## src/rtl/tw_pkg.sv

```systemverilog
// Shared constants, register map and carrier types of the two-wire control block
package tw_pkg;

   // ==========================================================
   // Register map (byte addresses)
   localparam logic [7:0] TW_OFS_DIVISOR = 8'h00;
   localparam logic [7:0] TW_OFS_CONTROL = 8'h04;
   localparam logic [7:0] TW_OFS_STATUS  = 8'h08;
   localparam logic [7:0] TW_OFS_DATA    = 8'h0C;
   localparam logic [7:0] TW_OFS_OWNADDR = 8'h10;

   // ==========================================================
   // Control register fields
   localparam int TW_CTL_DONE  = 7;
   localparam int TW_CTL_ACK   = 6;
   localparam int TW_CTL_START = 5;
   localparam int TW_CTL_STOP  = 4;
   localparam int TW_CTL_WCOL  = 3;
   localparam int TW_CTL_EN    = 2;
   localparam int TW_CTL_RSVD  = 1;
   localparam int TW_CTL_IRQEN = 0;

   // ==========================================================
   // Reset values
   localparam logic [7:0] TW_RST_DIVISOR = 8'h00;
   localparam logic [7:0] TW_RST_DATA    = 8'hFF;
   localparam logic [7:0] TW_RST_OWNADDR = 8'hFE;
   localparam logic [1:0] TW_RST_PRESC   = 2'h0;

   // ==========================================================
   // Status codes
   localparam logic [4:0] TW_SC_BUS_ERR   = 5'h00;
   localparam logic [4:0] TW_SC_M_START   = 5'h01;
   localparam logic [4:0] TW_SC_M_RSTART  = 5'h02;
   localparam logic [4:0] TW_SC_M_TX_ACK  = 5'h03;
   localparam logic [4:0] TW_SC_M_TX_NACK = 5'h04;
   localparam logic [4:0] TW_SC_M_RX_ACK  = 5'h05;
   localparam logic [4:0] TW_SC_M_RX_NACK = 5'h06;
   localparam logic [4:0] TW_SC_S_ADDR    = 5'h07;
   localparam logic [4:0] TW_SC_S_GCALL   = 5'h08;
   localparam logic [4:0] TW_SC_S_RX      = 5'h09;
   localparam logic [4:0] TW_SC_S_TX_ACK  = 5'h0A;
   localparam logic [4:0] TW_SC_S_TX_NACK = 5'h0B;
   localparam logic [4:0] TW_SC_S_STOP    = 5'h0C;
   localparam logic [4:0] TW_SC_NO_INFO   = 5'h1F;

   // ==========================================================
   // Timing
   localparam logic [15:0] TW_HALF_BASE = 16'h0008;
   localparam logic [3:0]  TW_ACK_SLOT  = 4'h8;

   // ==========================================================
   // Types
   typedef enum logic [4:0] {
      TW_IDLE   = 5'b00001,
      TW_MSTART = 5'b00010,
      TW_BYTE   = 5'b00100,
      TW_WAIT   = 5'b01000,
      TW_STOP   = 5'b10000
   } tw_state_e;

   typedef struct packed {
      logic scl;
      logic sda;
   } tw_pin_in_s;

   typedef struct packed {
      logic scl_out;
      logic scl_oe;
      logic sda_out;
      logic sda_oe;
   } tw_pin_out_s;

endpackage

```

## src/rtl/tw_bus_control.sv

```systemverilog
// Register and control engine of the byte-oriented two-wire serial unit
//
// Chosen here: the register addresses and the Avalon-MM interface to the registers.
`timescale 1ns/100ps

// How it works
// Own address or enabled general call match sets the job-done flag
// A completed received data byte sets the job-done flag
// STOP or repeated START while addressed as slave sets job-done
// START or STOP at an illegal position is a bus error, sets job-done
// Eight-bit divisor, reset zero, sets master SCL frequency
// Hardware sets job-done at end of operation; SCL held low meanwhile
// Job-done clears only by writing one, never by itself
// Clearing job-done starts the next bus operation
// With ack enabled, ACK own address, general call, received data
// Ack disabled: no acknowledge, detached; re-enable resumes recognition
// Start request issues START when bus free, else after STOP
// Software clears start request after START; hardware leaves it
// Master stop request makes STOP, then clears itself
// Slave stop request: no STOP, become unaddressed, release lines
// Data write with job-done low sets collision; with it high clears
// Interface enable hands SCL and SDA pins to the unit
// Interface enable low stops the unit at once, aborting transfers
// Reserved control bit 1 and status bit 2 read zero
// Interrupt asserted while job-done, irq enable and global enable
// Status bits 7..3 hold the code, read with the prescaler bits
// Software masks prescaler bits before comparing status codes
// Status bits 1..0 are read-write prescaler select
// Prescaler codes select division by 1, 4, 16, 64
// Status code updates the cycle after job-done rises
// Job-done clear: status shows the no-information code
// Own address in bits 7..1, bit 0 enables general call
// Writing zero to job-done leaves it unchanged
module tw_bus_control
   import tw_pkg::*;
#(
   parameter int ADDR_W = 8
)
(
   input  wire logic              core_clk,
   input  wire logic              arst_n,
   input  wire logic [ADDR_W-1:0] address,
   input  wire logic              read,
   input  wire logic              write,
   input  wire logic [3:0]        byteenable,
   input  wire logic [31:0]       writedata,
   output logic      [31:0]       readdata,
   output logic                   waitrequest,
   input  wire tw_pin_in_s        pins_in,
   output tw_pin_out_s            pins_out,
   output logic                   pins_owned,
   input  wire logic              cpu_global_ie,
   output logic                   irq
);

   // ==========================================================
   // State
   typedef struct packed {
      tw_state_e   st;
      logic [7:0]  divisor;
      logic        job_done;
      logic        ack_en;
      logic        start_req;
      logic        stop_req;
      logic        wcol;
      logic        enable;
      logic        irq_en;
      logic [1:0]  presc;
      logic [4:0]  status_code;
      logic [4:0]  pend_code;
      logic [7:0]  data;
      logic [7:0]  own_addr;
      logic        master;
      logic        slave;
      logic        tx;
      logic        addr_phase;
      logic        busy;
      logic        phase;
      logic        seen_rise;
      logic        nack;
      logic        ack_out;
      logic [3:0]  cnt;
      logic [15:0] timer;
      logic        scl_low;
      logic        sda_low;
      logic        scl_prev;
      logic        sda_prev;
      logic        rd_done;
      logic [31:0] rdata;
   } tw_core_s;

   tw_core_s   cur;
   tw_core_s   next_cur;
   logic [1:0] rst_sync;
   logic       rst_n;

   // ==========================================================
   // Reset release
   always_ff @(posedge core_clk or negedge arst_n)
   begin
      if (!arst_n)
         rst_sync <= 2'h0;
      else
         rst_sync <= {rst_sync[0], 1'b1};
   end
   assign rst_n = rst_sync[1];

   // ==========================================================
   // Bus decode and pin events
   logic        wr_ok;
   logic        wr_ctrl;
   logic        clr_done;
   logic        go;
   logic        rise;
   logic        fall;
   logic        start_det;
   logic        stop_det;
   logic        tick;
   logic        addr_match;
   logic        gcall;
   logic [15:0] half_len;

   assign wr_ok     = write && byteenable[0];
   assign wr_ctrl   = wr_ok && address == TW_OFS_CONTROL[ADDR_W-1:0];
   assign clr_done  = wr_ctrl && writedata[TW_CTL_DONE];
   assign go        = cur.job_done && clr_done;
   assign rise      = pins_in.scl && !cur.scl_prev;
   assign fall      = !pins_in.scl && cur.scl_prev;
   assign start_det = cur.scl_prev && pins_in.scl && cur.sda_prev && !pins_in.sda;
   assign stop_det  = cur.scl_prev && pins_in.scl && !cur.sda_prev && pins_in.sda;
   assign half_len  = 16'(TW_HALF_BASE + cur.divisor * (16'h0001 << {cur.presc, 1'b0}));
   assign tick      = cur.timer >= half_len - 16'h0001;
   assign gcall     = cur.data[7:1] == 7'h00 && cur.own_addr[0];
   assign addr_match = cur.data[7:1] == cur.own_addr[7:1] || gcall;

   // ==========================================================
   // Next state
   always_comb
   begin
      next_cur          = cur;
      next_cur.rd_done  = 1'b0;
      next_cur.scl_prev = pins_in.scl;
      next_cur.sda_prev = pins_in.sda;
      next_cur.timer    = tick ? 16'h0000 : 16'(cur.timer + 16'h0001);
      if (start_det)
         next_cur.busy = 1'b1;
      if (stop_det)
         next_cur.busy = 1'b0;
      // Register writes
      if (wr_ok && address == TW_OFS_DIVISOR[ADDR_W-1:0])
         next_cur.divisor = writedata[7:0];
      if (wr_ctrl)
      begin
         next_cur.ack_en    = writedata[TW_CTL_ACK];
         next_cur.start_req = writedata[TW_CTL_START];
         next_cur.stop_req  = writedata[TW_CTL_STOP];
         next_cur.enable    = writedata[TW_CTL_EN];
         next_cur.irq_en    = writedata[TW_CTL_IRQEN];
         if (writedata[TW_CTL_DONE])
            next_cur.job_done = 1'b0;
      end
      if (wr_ok && address == TW_OFS_STATUS[ADDR_W-1:0])
         next_cur.presc = writedata[1:0];
      if (wr_ok && address == TW_OFS_DATA[ADDR_W-1:0])
      begin
         if (cur.job_done)
         begin
            next_cur.data = writedata[7:0];
            next_cur.wcol = 1'b0;
         end
         else
            next_cur.wcol = 1'b1;
      end
      if (wr_ok && address == TW_OFS_OWNADDR[ADDR_W-1:0])
         next_cur.own_addr = writedata[7:0];
      // Register reads
      if (read && !cur.rd_done)
      begin
         next_cur.rd_done = 1'b1;
         case (address)
            TW_OFS_DIVISOR[ADDR_W-1:0]: next_cur.rdata = {24'h00_0000, cur.divisor};
            TW_OFS_CONTROL[ADDR_W-1:0]: next_cur.rdata = {24'h00_0000, cur.job_done,
               cur.ack_en, cur.start_req, cur.stop_req, cur.wcol, cur.enable, 1'b0,
               cur.irq_en};
            TW_OFS_STATUS[ADDR_W-1:0]:  next_cur.rdata = {24'h00_0000, cur.status_code,
               1'b0, cur.presc};
            TW_OFS_DATA[ADDR_W-1:0]:    next_cur.rdata = {24'h00_0000, cur.data};
            TW_OFS_OWNADDR[ADDR_W-1:0]: next_cur.rdata = {24'h00_0000, cur.own_addr};
            default:                    next_cur.rdata = 32'h0000_0000;
         endcase
      end
      // Status code follows the flag one cycle later
      next_cur.status_code = cur.job_done ? cur.pend_code : TW_SC_NO_INFO;
      // Protocol engine
      case (cur.st)
         TW_IDLE:
         begin
            next_cur.scl_low = 1'b0;
            next_cur.sda_low = 1'b0;
            next_cur.timer   = 16'h0000;
            if (cur.start_req && !cur.busy)
            begin
               next_cur.st    = TW_MSTART;
               next_cur.phase = 1'b0;
            end
            else if (start_det && cur.ack_en)
            begin
               next_cur.st         = TW_BYTE;
               next_cur.addr_phase = 1'b1;
               next_cur.tx         = 1'b0;
               next_cur.cnt        = 4'h0;
               next_cur.seen_rise  = 1'b0;
            end
         end
         TW_MSTART:
         begin
            if (!cur.phase)
            begin
               next_cur.scl_low = 1'b0;
               next_cur.sda_low = 1'b0;
               if (tick)
               begin
                  next_cur.phase   = 1'b1;
                  next_cur.sda_low = 1'b1;
               end
            end
            else if (tick)
            begin
               next_cur.scl_low    = 1'b1;
               next_cur.job_done   = 1'b1;
               next_cur.pend_code  = cur.master ? TW_SC_M_RSTART : TW_SC_M_START;
               next_cur.master     = 1'b1;
               next_cur.slave      = 1'b0;
               next_cur.addr_phase = 1'b1;
               next_cur.tx         = 1'b1;
               next_cur.st         = TW_WAIT;
            end
         end
         TW_BYTE:
         begin
            next_cur.scl_low = cur.master ? (tick ? !cur.scl_low : cur.scl_low) : 1'b0;
            if (start_det || stop_det)
            begin
               next_cur.job_done = 1'b1;
               next_cur.scl_low  = 1'b1;
               next_cur.sda_low  = 1'b0;
               next_cur.st       = TW_WAIT;
               if (cur.slave && !cur.addr_phase)
                  next_cur.pend_code = TW_SC_S_STOP;
               else
               begin
                  next_cur.pend_code = TW_SC_BUS_ERR;
                  next_cur.master    = 1'b0;
               end
               next_cur.slave = 1'b0;
            end
            else if (rise)
            begin
               next_cur.seen_rise = 1'b1;
               if (cur.cnt < TW_ACK_SLOT)
                  next_cur.data = {cur.data[6:0], pins_in.sda};
               else
                  next_cur.nack = pins_in.sda;
            end
            else if (fall && cur.seen_rise)
            begin
               next_cur.seen_rise = 1'b0;
               if (cur.cnt < TW_ACK_SLOT)
               begin
                  next_cur.cnt     = 4'(cur.cnt + 4'h1);
                  next_cur.sda_low = cur.tx && !cur.data[7];
                  if (cur.cnt == TW_ACK_SLOT - 4'h1)
                  begin
                     next_cur.ack_out = !cur.tx && cur.ack_en;
                     if (!cur.master && cur.addr_phase && !(addr_match && cur.ack_en))
                     begin
                        next_cur.st    = TW_IDLE;
                        next_cur.slave = 1'b0;
                     end
                     next_cur.sda_low = !cur.tx && cur.ack_en;
                  end
               end
               else
               begin
                  next_cur.job_done   = 1'b1;
                  next_cur.scl_low    = 1'b1;
                  next_cur.sda_low    = 1'b0;
                  next_cur.cnt        = 4'h0;
                  next_cur.addr_phase = 1'b0;
                  next_cur.st         = TW_WAIT;
                  if (cur.master && cur.addr_phase)
                     next_cur.tx = !cur.data[0];
                  if (!cur.master && cur.addr_phase)
                  begin
                     next_cur.slave     = 1'b1;
                     next_cur.tx        = cur.data[0] && !gcall;
                     next_cur.pend_code = gcall ? TW_SC_S_GCALL : TW_SC_S_ADDR;
                  end
                  else if (cur.master && cur.tx)
                     next_cur.pend_code = cur.nack ? TW_SC_M_TX_NACK : TW_SC_M_TX_ACK;
                  else if (cur.master)
                     next_cur.pend_code = cur.ack_out ? TW_SC_M_RX_ACK : TW_SC_M_RX_NACK;
                  else if (cur.tx)
                     next_cur.pend_code = cur.nack ? TW_SC_S_TX_NACK : TW_SC_S_TX_ACK;
                  else
                     next_cur.pend_code = TW_SC_S_RX;
               end
            end
         end
         TW_WAIT:
         begin
            next_cur.scl_low = 1'b1;
            next_cur.timer   = 16'h0000;
            if (go)
            begin
               next_cur.phase     = 1'b0;
               next_cur.cnt       = 4'h0;
               next_cur.seen_rise = 1'b0;
               if (next_cur.stop_req && cur.master)
               begin
                  next_cur.st      = TW_STOP;
                  next_cur.sda_low = 1'b1;
               end
               else if (next_cur.stop_req || (cur.slave && cur.tx && cur.nack))
               begin
                  next_cur.st       = TW_IDLE;
                  next_cur.slave    = 1'b0;
                  next_cur.stop_req = 1'b0;
                  next_cur.scl_low  = 1'b0;
                  next_cur.sda_low  = 1'b0;
               end
               else if (next_cur.start_req)
                  next_cur.st = cur.master ? TW_MSTART : TW_IDLE;
               else if (cur.master || cur.slave)
               begin
                  next_cur.st      = TW_BYTE;
                  next_cur.scl_low = cur.master;
                  next_cur.sda_low = cur.tx && !cur.data[7];
               end
               else
                  next_cur.st = TW_IDLE;
            end
         end
         TW_STOP:
         begin
            if (tick && !cur.phase)
            begin
               next_cur.phase   = 1'b1;
               next_cur.scl_low = 1'b0;
            end
            else if (tick)
            begin
               next_cur.sda_low  = 1'b0;
               next_cur.master   = 1'b0;
               next_cur.stop_req = 1'b0;
               next_cur.st       = TW_IDLE;
            end
         end
         default:
            next_cur.st = TW_IDLE;
      endcase
      if (!next_cur.enable)
      begin
         next_cur.st      = TW_IDLE;
         next_cur.master  = 1'b0;
         next_cur.slave   = 1'b0;
         next_cur.scl_low = 1'b0;
         next_cur.sda_low = 1'b0;
      end
   end

   always_ff @(posedge core_clk or negedge rst_n)
   begin
      if (!rst_n)
      begin
         cur             <= '0;
         cur.st          <= TW_IDLE;
         cur.divisor     <= TW_RST_DIVISOR;
         cur.presc       <= TW_RST_PRESC;
         cur.status_code <= TW_SC_NO_INFO;
         cur.pend_code   <= TW_SC_NO_INFO;
         cur.data        <= TW_RST_DATA;
         cur.own_addr    <= TW_RST_OWNADDR;
         cur.scl_prev    <= 1'b1;
         cur.sda_prev    <= 1'b1;
      end
      else
         cur <= next_cur;
   end

   // ==========================================================
   // Outputs
   assign readdata         = cur.rdata;
   assign waitrequest      = read && !cur.rd_done;
   assign pins_owned       = cur.enable;
   assign pins_out.scl_out = 1'b0;
   assign pins_out.sda_out = 1'b0;
   assign pins_out.scl_oe  = cur.enable && cur.scl_low;
   assign pins_out.sda_oe  = cur.enable && cur.sda_low;
   assign irq              = cur.job_done && cur.irq_en && cpu_global_ie;

   // ==========================================================
   // Checks
   status_late_a: assert property (@(posedge core_clk) disable iff (!rst_n)
      $rose(cur.job_done) |=> cur.status_code == $past(cur.pend_code))
      else $error("status code not updated after job-done");
   status_none_a: assert property (@(posedge core_clk) disable iff (!rst_n)
      !cur.job_done && !$past(cur.job_done) |-> cur.status_code == TW_SC_NO_INFO)
      else $error("status code not idle while flag clear");
   scl_stretch_a: assert property (@(posedge core_clk) disable iff (!rst_n)
      cur.job_done && cur.enable && cur.st == TW_WAIT |-> pins_out.scl_oe)
      else $error("clock not held low while job-done");
   done_clear_a: assert property (@(posedge core_clk) disable iff (!rst_n)
      $fell(cur.job_done) |-> $past(clr_done))
      else $error("job-done cleared without a written one");
   wcol_set_a: assert property (@(posedge core_clk) disable iff (!rst_n)
      wr_ok && address == TW_OFS_DATA[ADDR_W-1:0] && !cur.job_done |=> cur.wcol)
      else $error("write collision not flagged");
   off_abort_a: assert property (@(posedge core_clk) disable iff (!rst_n)
      !cur.enable |-> cur.st == TW_IDLE && !pins_out.scl_oe && !pins_out.sda_oe)
      else $error("unit active while disabled");
   rsvd_zero_a: assert property (@(posedge core_clk) disable iff (!rst_n)
      read && !cur.rd_done && (address == TW_OFS_CONTROL[ADDR_W-1:0]
      || address == TW_OFS_STATUS[ADDR_W-1:0]) |=> readdata[2:1] != 2'b11
      && (readdata[1] == 1'b0 || address == TW_OFS_STATUS[ADDR_W-1:0]))
      else $error("reserved bit reads one");
   start_busy_a: assert property (@(posedge core_clk) disable iff (!rst_n)
      cur.st == TW_IDLE && cur.busy && !start_det |=> cur.st != TW_MSTART)
      else $error("start issued on busy bus");
   stop_done_a: assert property (@(posedge core_clk) disable iff (!rst_n)
      cur.st == TW_STOP ##1 cur.st == TW_IDLE |-> !cur.stop_req && !cur.master)
      else $error("stop request not cleared after stop");
   irq_level_a: assert property (@(posedge core_clk) disable iff (!rst_n)
      cur.irq_en && cpu_global_ie && $rose(cur.job_done) |-> irq)
      else $error("interrupt missing with job-done");

endmodule

```

## config.mk

```make
export PLATFORM = sky130hd
export DESIGN_NAME = tw_bus_control
export DESIGN_NICKNAME = d
export VERILOG_FILES = /design/src/rtl/tw_pkg.sv /design/src/rtl/tw_bus_control.sv
export SDC_FILE = /design/constraint.sdc
export NUM_CORES = 1
export LEC_CHECK = 0
export ABC_AREA = 1
export BUFFER_PORTS_ARGS = -buffer_cell sky130_fd_sc_hd__buf_2
export CORE_MARGIN = 2
export CORE_UTILIZATION = 23
export CTS_CLUSTER_SIZE = 10
export DETAILED_ROUTE_END_ITERATION = 8
export HOLD_SLACK_MARGIN = 0.1
export SLEW_MARGIN = 20
export SYNTH_ARGS = -nofsm -noshare
export SYNTH_HDL_FRONTEND = slang
export SYNTH_SLANG_ARGS = --single-unit
export TNS_END_PERCENT = 20
```

## constraint.sdc

```tcl
create_clock -name core_clk -period 4.19 [get_ports core_clk]
set_input_delay 0.2095 -clock core_clk [delete_from_list [all_inputs] [get_ports core_clk]]
set_output_delay 0.2095 -clock core_clk [all_outputs]
set_load 0.1 [all_outputs]
```

# Word level (Yosys, flattened, before mapping)
# Index checks and enable logic that the tools add are counted.
[totals]
reg_bits = 116
input_bits = 51
output_inout_bits = 39
[op_classes]
addsub = 4
multipliers = 1
n_lt_le_gt_ge = 2
eq_ne = 50
shifts = 1
mux = 134
bitwise_logic = 3
n_reduce_logical = 77
[op_table]
columns = ["op", "count"]
rows = [
  ["$mux W5", 29],
  ["$mux W1", 51],
  ["$mux W8", 6],
  ["$ne A3 B3 Y1 const B", 16],
  ["$pmux W8 S5", 1],
  ["$mux W2", 19],
  ["$logic_and A1 B1 Y1", 37],
  ["$mux W4", 9],
  ["$mux W33", 1],
  ["$mux W16", 2],
  ["$ne A5 B5 Y1 const B", 5],
  ["$pmux W5 S5", 1],
  ["$ne A2 B2 Y1 const B", 11],
  ["$reduce_and A10 Y1", 2],
  ["$reduce_and A6 Y1", 3],
  ["$reduce_and A9 Y1", 2],
  ["$add A16 B1 Y16 const B", 1],
  ["$add A4 B16 Y16 const A", 1],
  ["$eq A8 B4 Y1 const B", 2],
  ["$ge A16 B16 Y1", 1],
  ["$mul A8 B16 Y16", 1],
  ["$ne A4 B4 Y1 const B", 4],
  ["$shl A1 B3 Y16 const A", 1],
  ["$sub A16 B1 Y16 const B", 1],
  ["35 further kinds", 65],
]

# Longest topological paths before layout
[logic_depth]
ltp_word = 14
depth_mapped = 30

# Worst setup path before layout
# Ideal clock, no wire load.
[synth_timing]
path_kind = "reg2reg"
from = "reg cur[93] in the netlist's numbering"
to = "reg cur[48] in the netlist's numbering"
arrival_time_ps = 4793
required_time_ps = 4069
path_slack_ps = -725
path_stages_with_launch = 27
n_path_buf = 1
synth_period_minus_slack_ps = 4915
cell_sequence = "dfrtp_1 inv_1 nor2_1 inv_1 nor2_1 ha_1 ha_1 inv_1 fa_1 inv_1 fa_1 ha_1 nand2_1 nor3_1 a21oi_1 o21ai_0 a31oi_1 xor2_1 ha_1 nand4_1 nor3_1 nand2_1 nand2_1 inv_1 nand2_1 buf_2 nor2_1"
[synth_rtl]
columns = ["item", "line", "source"]
rows = [
  ["start, declared", "tw_bus_control.sv:92", "tw_core_s cur;"],
  ["start signal, assigned", "tw_bus_control.sv:388", "cur <= next_cur;"],
]

# Final worst setup path
[layout_timing]
from = "reg cur[93] in the netlist's numbering"
to = "reg cur[109] in the netlist's numbering"
[layout_between]
elab_chain_len = 8
word_cells_on_any_way = 10
cone_classes = "2 x add/sub; 1 x mul; 1 x order compare; 3 x eq/ne; 1 x shift; 2 x reduce/logical"
[layout_lines]
columns = ["item", "line", "source"]
rows = [
  ["$shl A1 B3 Y16 *", "tw_bus_control.sv:131", "assign half_len = 16'(TW_HALF_BASE + cur.divisor * (16'h0001 << {cur.presc, 1'b0}));"],
  ["$mul A8 B16 Y16 *", "tw_bus_control.sv:131", ""],
  ["$add A4 B16 Y16 *", "tw_bus_control.sv:131", ""],
  ["$sub A16 B1 Y16 *", "tw_bus_control.sv:132", "assign tick = cur.timer >= half_len - 16'h0001;"],
  ["$ge A16 B16 Y1 *", "tw_bus_control.sv:132", ""],
  ["$logic_and A1 B1 Y1", "tw_bus_control.sv:346", "if (tick && !cur.phase)"],
  ["$ne A3 B3 Y1 (no line)", "--", ""],
  ["$reduce_and A10 Y1 (no line) *", "--", ""],
]
# Every way passes the cells marked *; elsewhere a longest branch is shown, timed or not.
# A chain may end at the register's enable or synchronous reset.

==> impl_metrics.toml <==
[floorplan]
io-pin-count = 90
core_region_area_um2 = 30400
floorplan.initialDensity_pct = 23.3
die_height_um = 180
floorplan.die.width_um = 180
design.die.area_um2 = 32200
cell_row_count = 64

[grt]
grt_overflow = 0
globalRouteTotalUtil_pct = 11.9
grt_max_degree = 61
first_global_vias = 6176
global_route_wire_length_before_repair_um = 31500
grt_antenna_before_repair = 1

[routing]
drt_pre_antenna_iters = 5
wl_per_cell_um = 13.1
postRouteAntennaNets = 0
routed_wirelength_um = 19200
detail_route.iter0.violations = 359
vias = 6456
drc = 0
avgViaCountPerCell = 4.42

[job]
drv.max_cap_violation_count = 0

[min_path]
holdCritStartpoint = "read"
timing.hold.worst.class = "input pin to flop"
hold_depth = 3
hold_path_end = "cur[32]$_DFF_PN0_"

[cells_and_area]
drive_above_1_share_pct = 21.3
final_area_um2 = 8660
flow.area_growth_from_synthesis_pct = 22.2
postLayoutCoreUtil_pct = 28.5
final_nets = 1176
antenna_cells = 0
fillerInstances = 3313

[clock_tree]
clock_insertion_delay_worst_skew_ns = 0.36
max-clock-path-buffers = 2
tritoncts_buffers = 9
cts_num_sinks = 92
cts.clk_slew.worst_paths_ns = 0.07
cts_root_buf = "sky130_fd_sc_hd__clkbuf_16"
cts-htree-levels = 3
tritoncts = "yes"

[critical_path]
crit_required_ns = 4.49
timing.reg2reg.setup_slack_ns = -0.79
worst-path-max-fanout = 5
cell_repeated_most_along_the_worst_path = "sky130_fd_sc_hd__inv_2"
cpMaxStageDelayCell = "sky130_fd_sc_hd__fa_1"
worst_r2r_endpoint = "cur[109]$_DFFE_PN1P_"
worstReg2RegStart = "cur[93]$_DFFE_PN0P_"
cp_slowest_stage_delay_ns = 0.49
critical_path_arrival_ns = 5.29
setup.worst_path.class = "flop to flop"
cp-start-kind = "flop"
crit_path_end_kind = "flop"
timing.reg2reg.worst_path_depth = 29

[sta]
layout_setup_ws_ns = -0.792
hold_violations = 0
final_worst_clock_skew_ns = 0.0105
min_period_ns = 4.98
timing_worst_slew_pin_value_ns = 0.841
final_max_slew_viol_count = 0
setup_viol = 35
setup_repair_after_global_routing_missed_its_margin = "yes"
layout_worst_path_cycle_share_pct = 119
slew_headroom_pct = 43.9
fmax_ghz = 0.201

[yosys]
netlist.top_cell.by_area = "sky130_fd_sc_hd__dfrtp_1"
synth_adder_area_share_pct = 12.6
yosys.area.top_type_share_pct = 22.6
post_synth_instance_area_um2 = 7090
synth_ff_type = "sky130_fd_sc_hd__dfrtp_1"
ys_top_cells_by_count = "sky130_fd_sc_hd__nand2_1 (213), sky130_fd_sc_hd__inv_1 (131), sky130_fd_sc_hd__nor2_1 (117), sky130_fd_sc_hd__dfrtp_1 (64), sky130_fd_sc_hd__o21ai_0 (64)"
synth-warning-count = 0
synthesized_instance_count = 962
synth_seq_area_share_pct = 33.0
syn-mean-instance-area_um2 = 7.37
synth_simple_gate_area_share_pct = 26.7
synth_mux_area_share_pct = 0.141
yosys.cell_types.count = 49
yosys_register_bits = 92
post-synth-top-count-cell = "sky130_fd_sc_hd__nand2_1"
synth_top_area_cells = "sky130_fd_sc_hd__dfrtp_1 (23%), sky130_fd_sc_hd__nand2_1 (11%), sky130_fd_sc_hd__ha_1 (11%), sky130_fd_sc_hd__dfstp_2 (10%), sky130_fd_sc_hd__inv_1 (6.9%)"
synth-xor-area-share_pct = 3.21
synth_top_family_by_area = "simple AND/OR/NAND/NOR gates"
postSynth.asyncResetShare_pct = 100
synth_compound_gate_area_share_pct = 12.6
synth_enable_flop_cells = 0

[outcome]
status = "finished, violations left"
violations = "negative setup slack"

[placed_design]
placement.cell_area_um2 = 8000
placement.io_buffers = 36
hpwl_after_detailed_placement_um = 14800
place_congestion = 0.910

[pwr]
p_per_area_nw_per_um2 = 256
peakVddDrop_mv = 0.174
power.static_leakage_nw = 4.18
cells in the final DEF (no fill, tap or decap), drive strengths merged, types with 2 or more instances in the layout:
cell,Yosys,layout
nand2,221,221
inv,137,138
nor2,126,126
buf,39,100
o21ai,75,75
dfrtp,64,64
ha,60,60
nand3,50,50
a21oi,41,41
conb,2,28
dfstp,28,28
nand4,18,18
xor2,14,14
xnor2,12,12
nor3,11,11
clkbuf,5,10
o211ai,8,8
o21bai,7,7
fa,7,7
a211oi,6,6
nand3b,5,5
o22ai,4,4
clkinv,1,4
a31oi,3,3
dlygate4sd3,0,3
a21o,2,2
o21a,2,2
nor4,2,2
nor3b,2,2
a221oi,2,2
layout make-up:
| type | instances | area (um^2) | area share [%] |
|---|---|---|---|
| Sequential cell | 92 | 2340 | 27.1 |
| Multi-Input combinational cell | 714 | 4270 | 49.3 |
| Clock buffer | 10 | 239 | 2.76 |
| Inverter | 138 | 531 | 6.13 |
| Timing Repair Buffer | 103 | 706 | 8.15 |
| Clock inverter | 6 | 72.6 | 0.838 |
| Tap cell | 396 | 495 | 5.72 |
through the flow:
step / power [mW] / cells / setup slack, ns / hold slack (ns) / TNS, ns
floorplan: 1.27 / 988 / -0.449 / -0.0861 / -13.42
global placement: 1.33 / 1432 / -0.606 / -0.00426 / -18.15
detailed placement: 1.34 / 1432 / -0.729 / -0.00299 / -22.32
CTS: 2.23 / 1455 / -0.721 / 0.102 / -21.90
global route: 2.32 / 1459 / -1.03 / 0.116 / -29.66
finish: 2.21 / 1459 / -0.792 / 0.104 / -21.19
power by group:
| group | total [mW] | internal [mW] | switching [mW] |
|---|---|---|---|
| clock | 0.884 | 0.485 | 0.399 |
| combinational | 0.361 | 0.0829 | 0.278 |
| sequential | 0.968 | 0.929 | 0.0391 |
flip-flops by register name, indices dropped and copies added, names as in the netlist:
signal      flops
cur            81
pins_owned      1
readdata        8
rst_sync        2
worst max-delay path, delay by kind of cell (launching register included):
kind                       cells  cell delay, ns
adders and majority gates      6            2.15
DFF                            1            0.39
buffers and inverters          5            0.30
and+or+nand+nor               14            1.55
AOI/OAI and AO/OA              4            0.53
cell families (layout without fill, tap and decap cells):
logic type               after synthesis  count (layout)
flip-flops                            92              92
buffers and inverters                182             257
multiplexers                           1               1
adder cells (fa/ha/maj)               67              67
other                                  2              28
AO/OA/AOI/OAI                        155             155
XOR/XNOR                              26              26
AND/OR/NAND/NOR                      437             437
worst max-delay path by stage:
stage | start | end | slack (ns) | depth (start not counted)
2_1_floorplan | cur[93]$_DFFE_PN0P_ | cur[110]$_DFFE_PN0P_ | -0.45 | 29
3_3_place_gp | cur[93]$_DFFE_PN0P_ | cur[110]$_DFFE_PN0P_ | -0.61 | 28
3_5_place_dp | cur[93]$_DFFE_PN0P_ | cur[110]$_DFFE_PN0P_ | -0.73 | 29
4_1_cts | cur[92]$_DFFE_PN0P_ | cur[110]$_DFFE_PN0P_ | -0.72 | 28
5_1_grt | cur[92]$_DFFE_PN0P_ | cur[112]$_DFFE_PN0P_ | -1.03 | 28
6_report | cur[93]$_DFFE_PN0P_ | cur[109]$_DFFE_PN1P_ | -0.79 | 29
layer usage:
layer	share of wire [%]	GRT usage [%]
met3	3.9	2.45
met1	46	16.0
met5	0.063	0
met2	48	19.6
met4	1.7	3.22
timing repair:
| action | CTS | global route |
|---|---|---|
| endpoints found under the hold margin | 4 | 0 |
| setup endpoints to repair | 35 | 35 |
| pin swaps | 25 | 37 |
| gates cloned | 0 | 0 |
| buffers inserted | 4 | 4 |
| hold buffers | 3 | 0 |
| gates resized for setup | 14 | 41 |
Note: power is estimated with default switching activity, not from simulation.
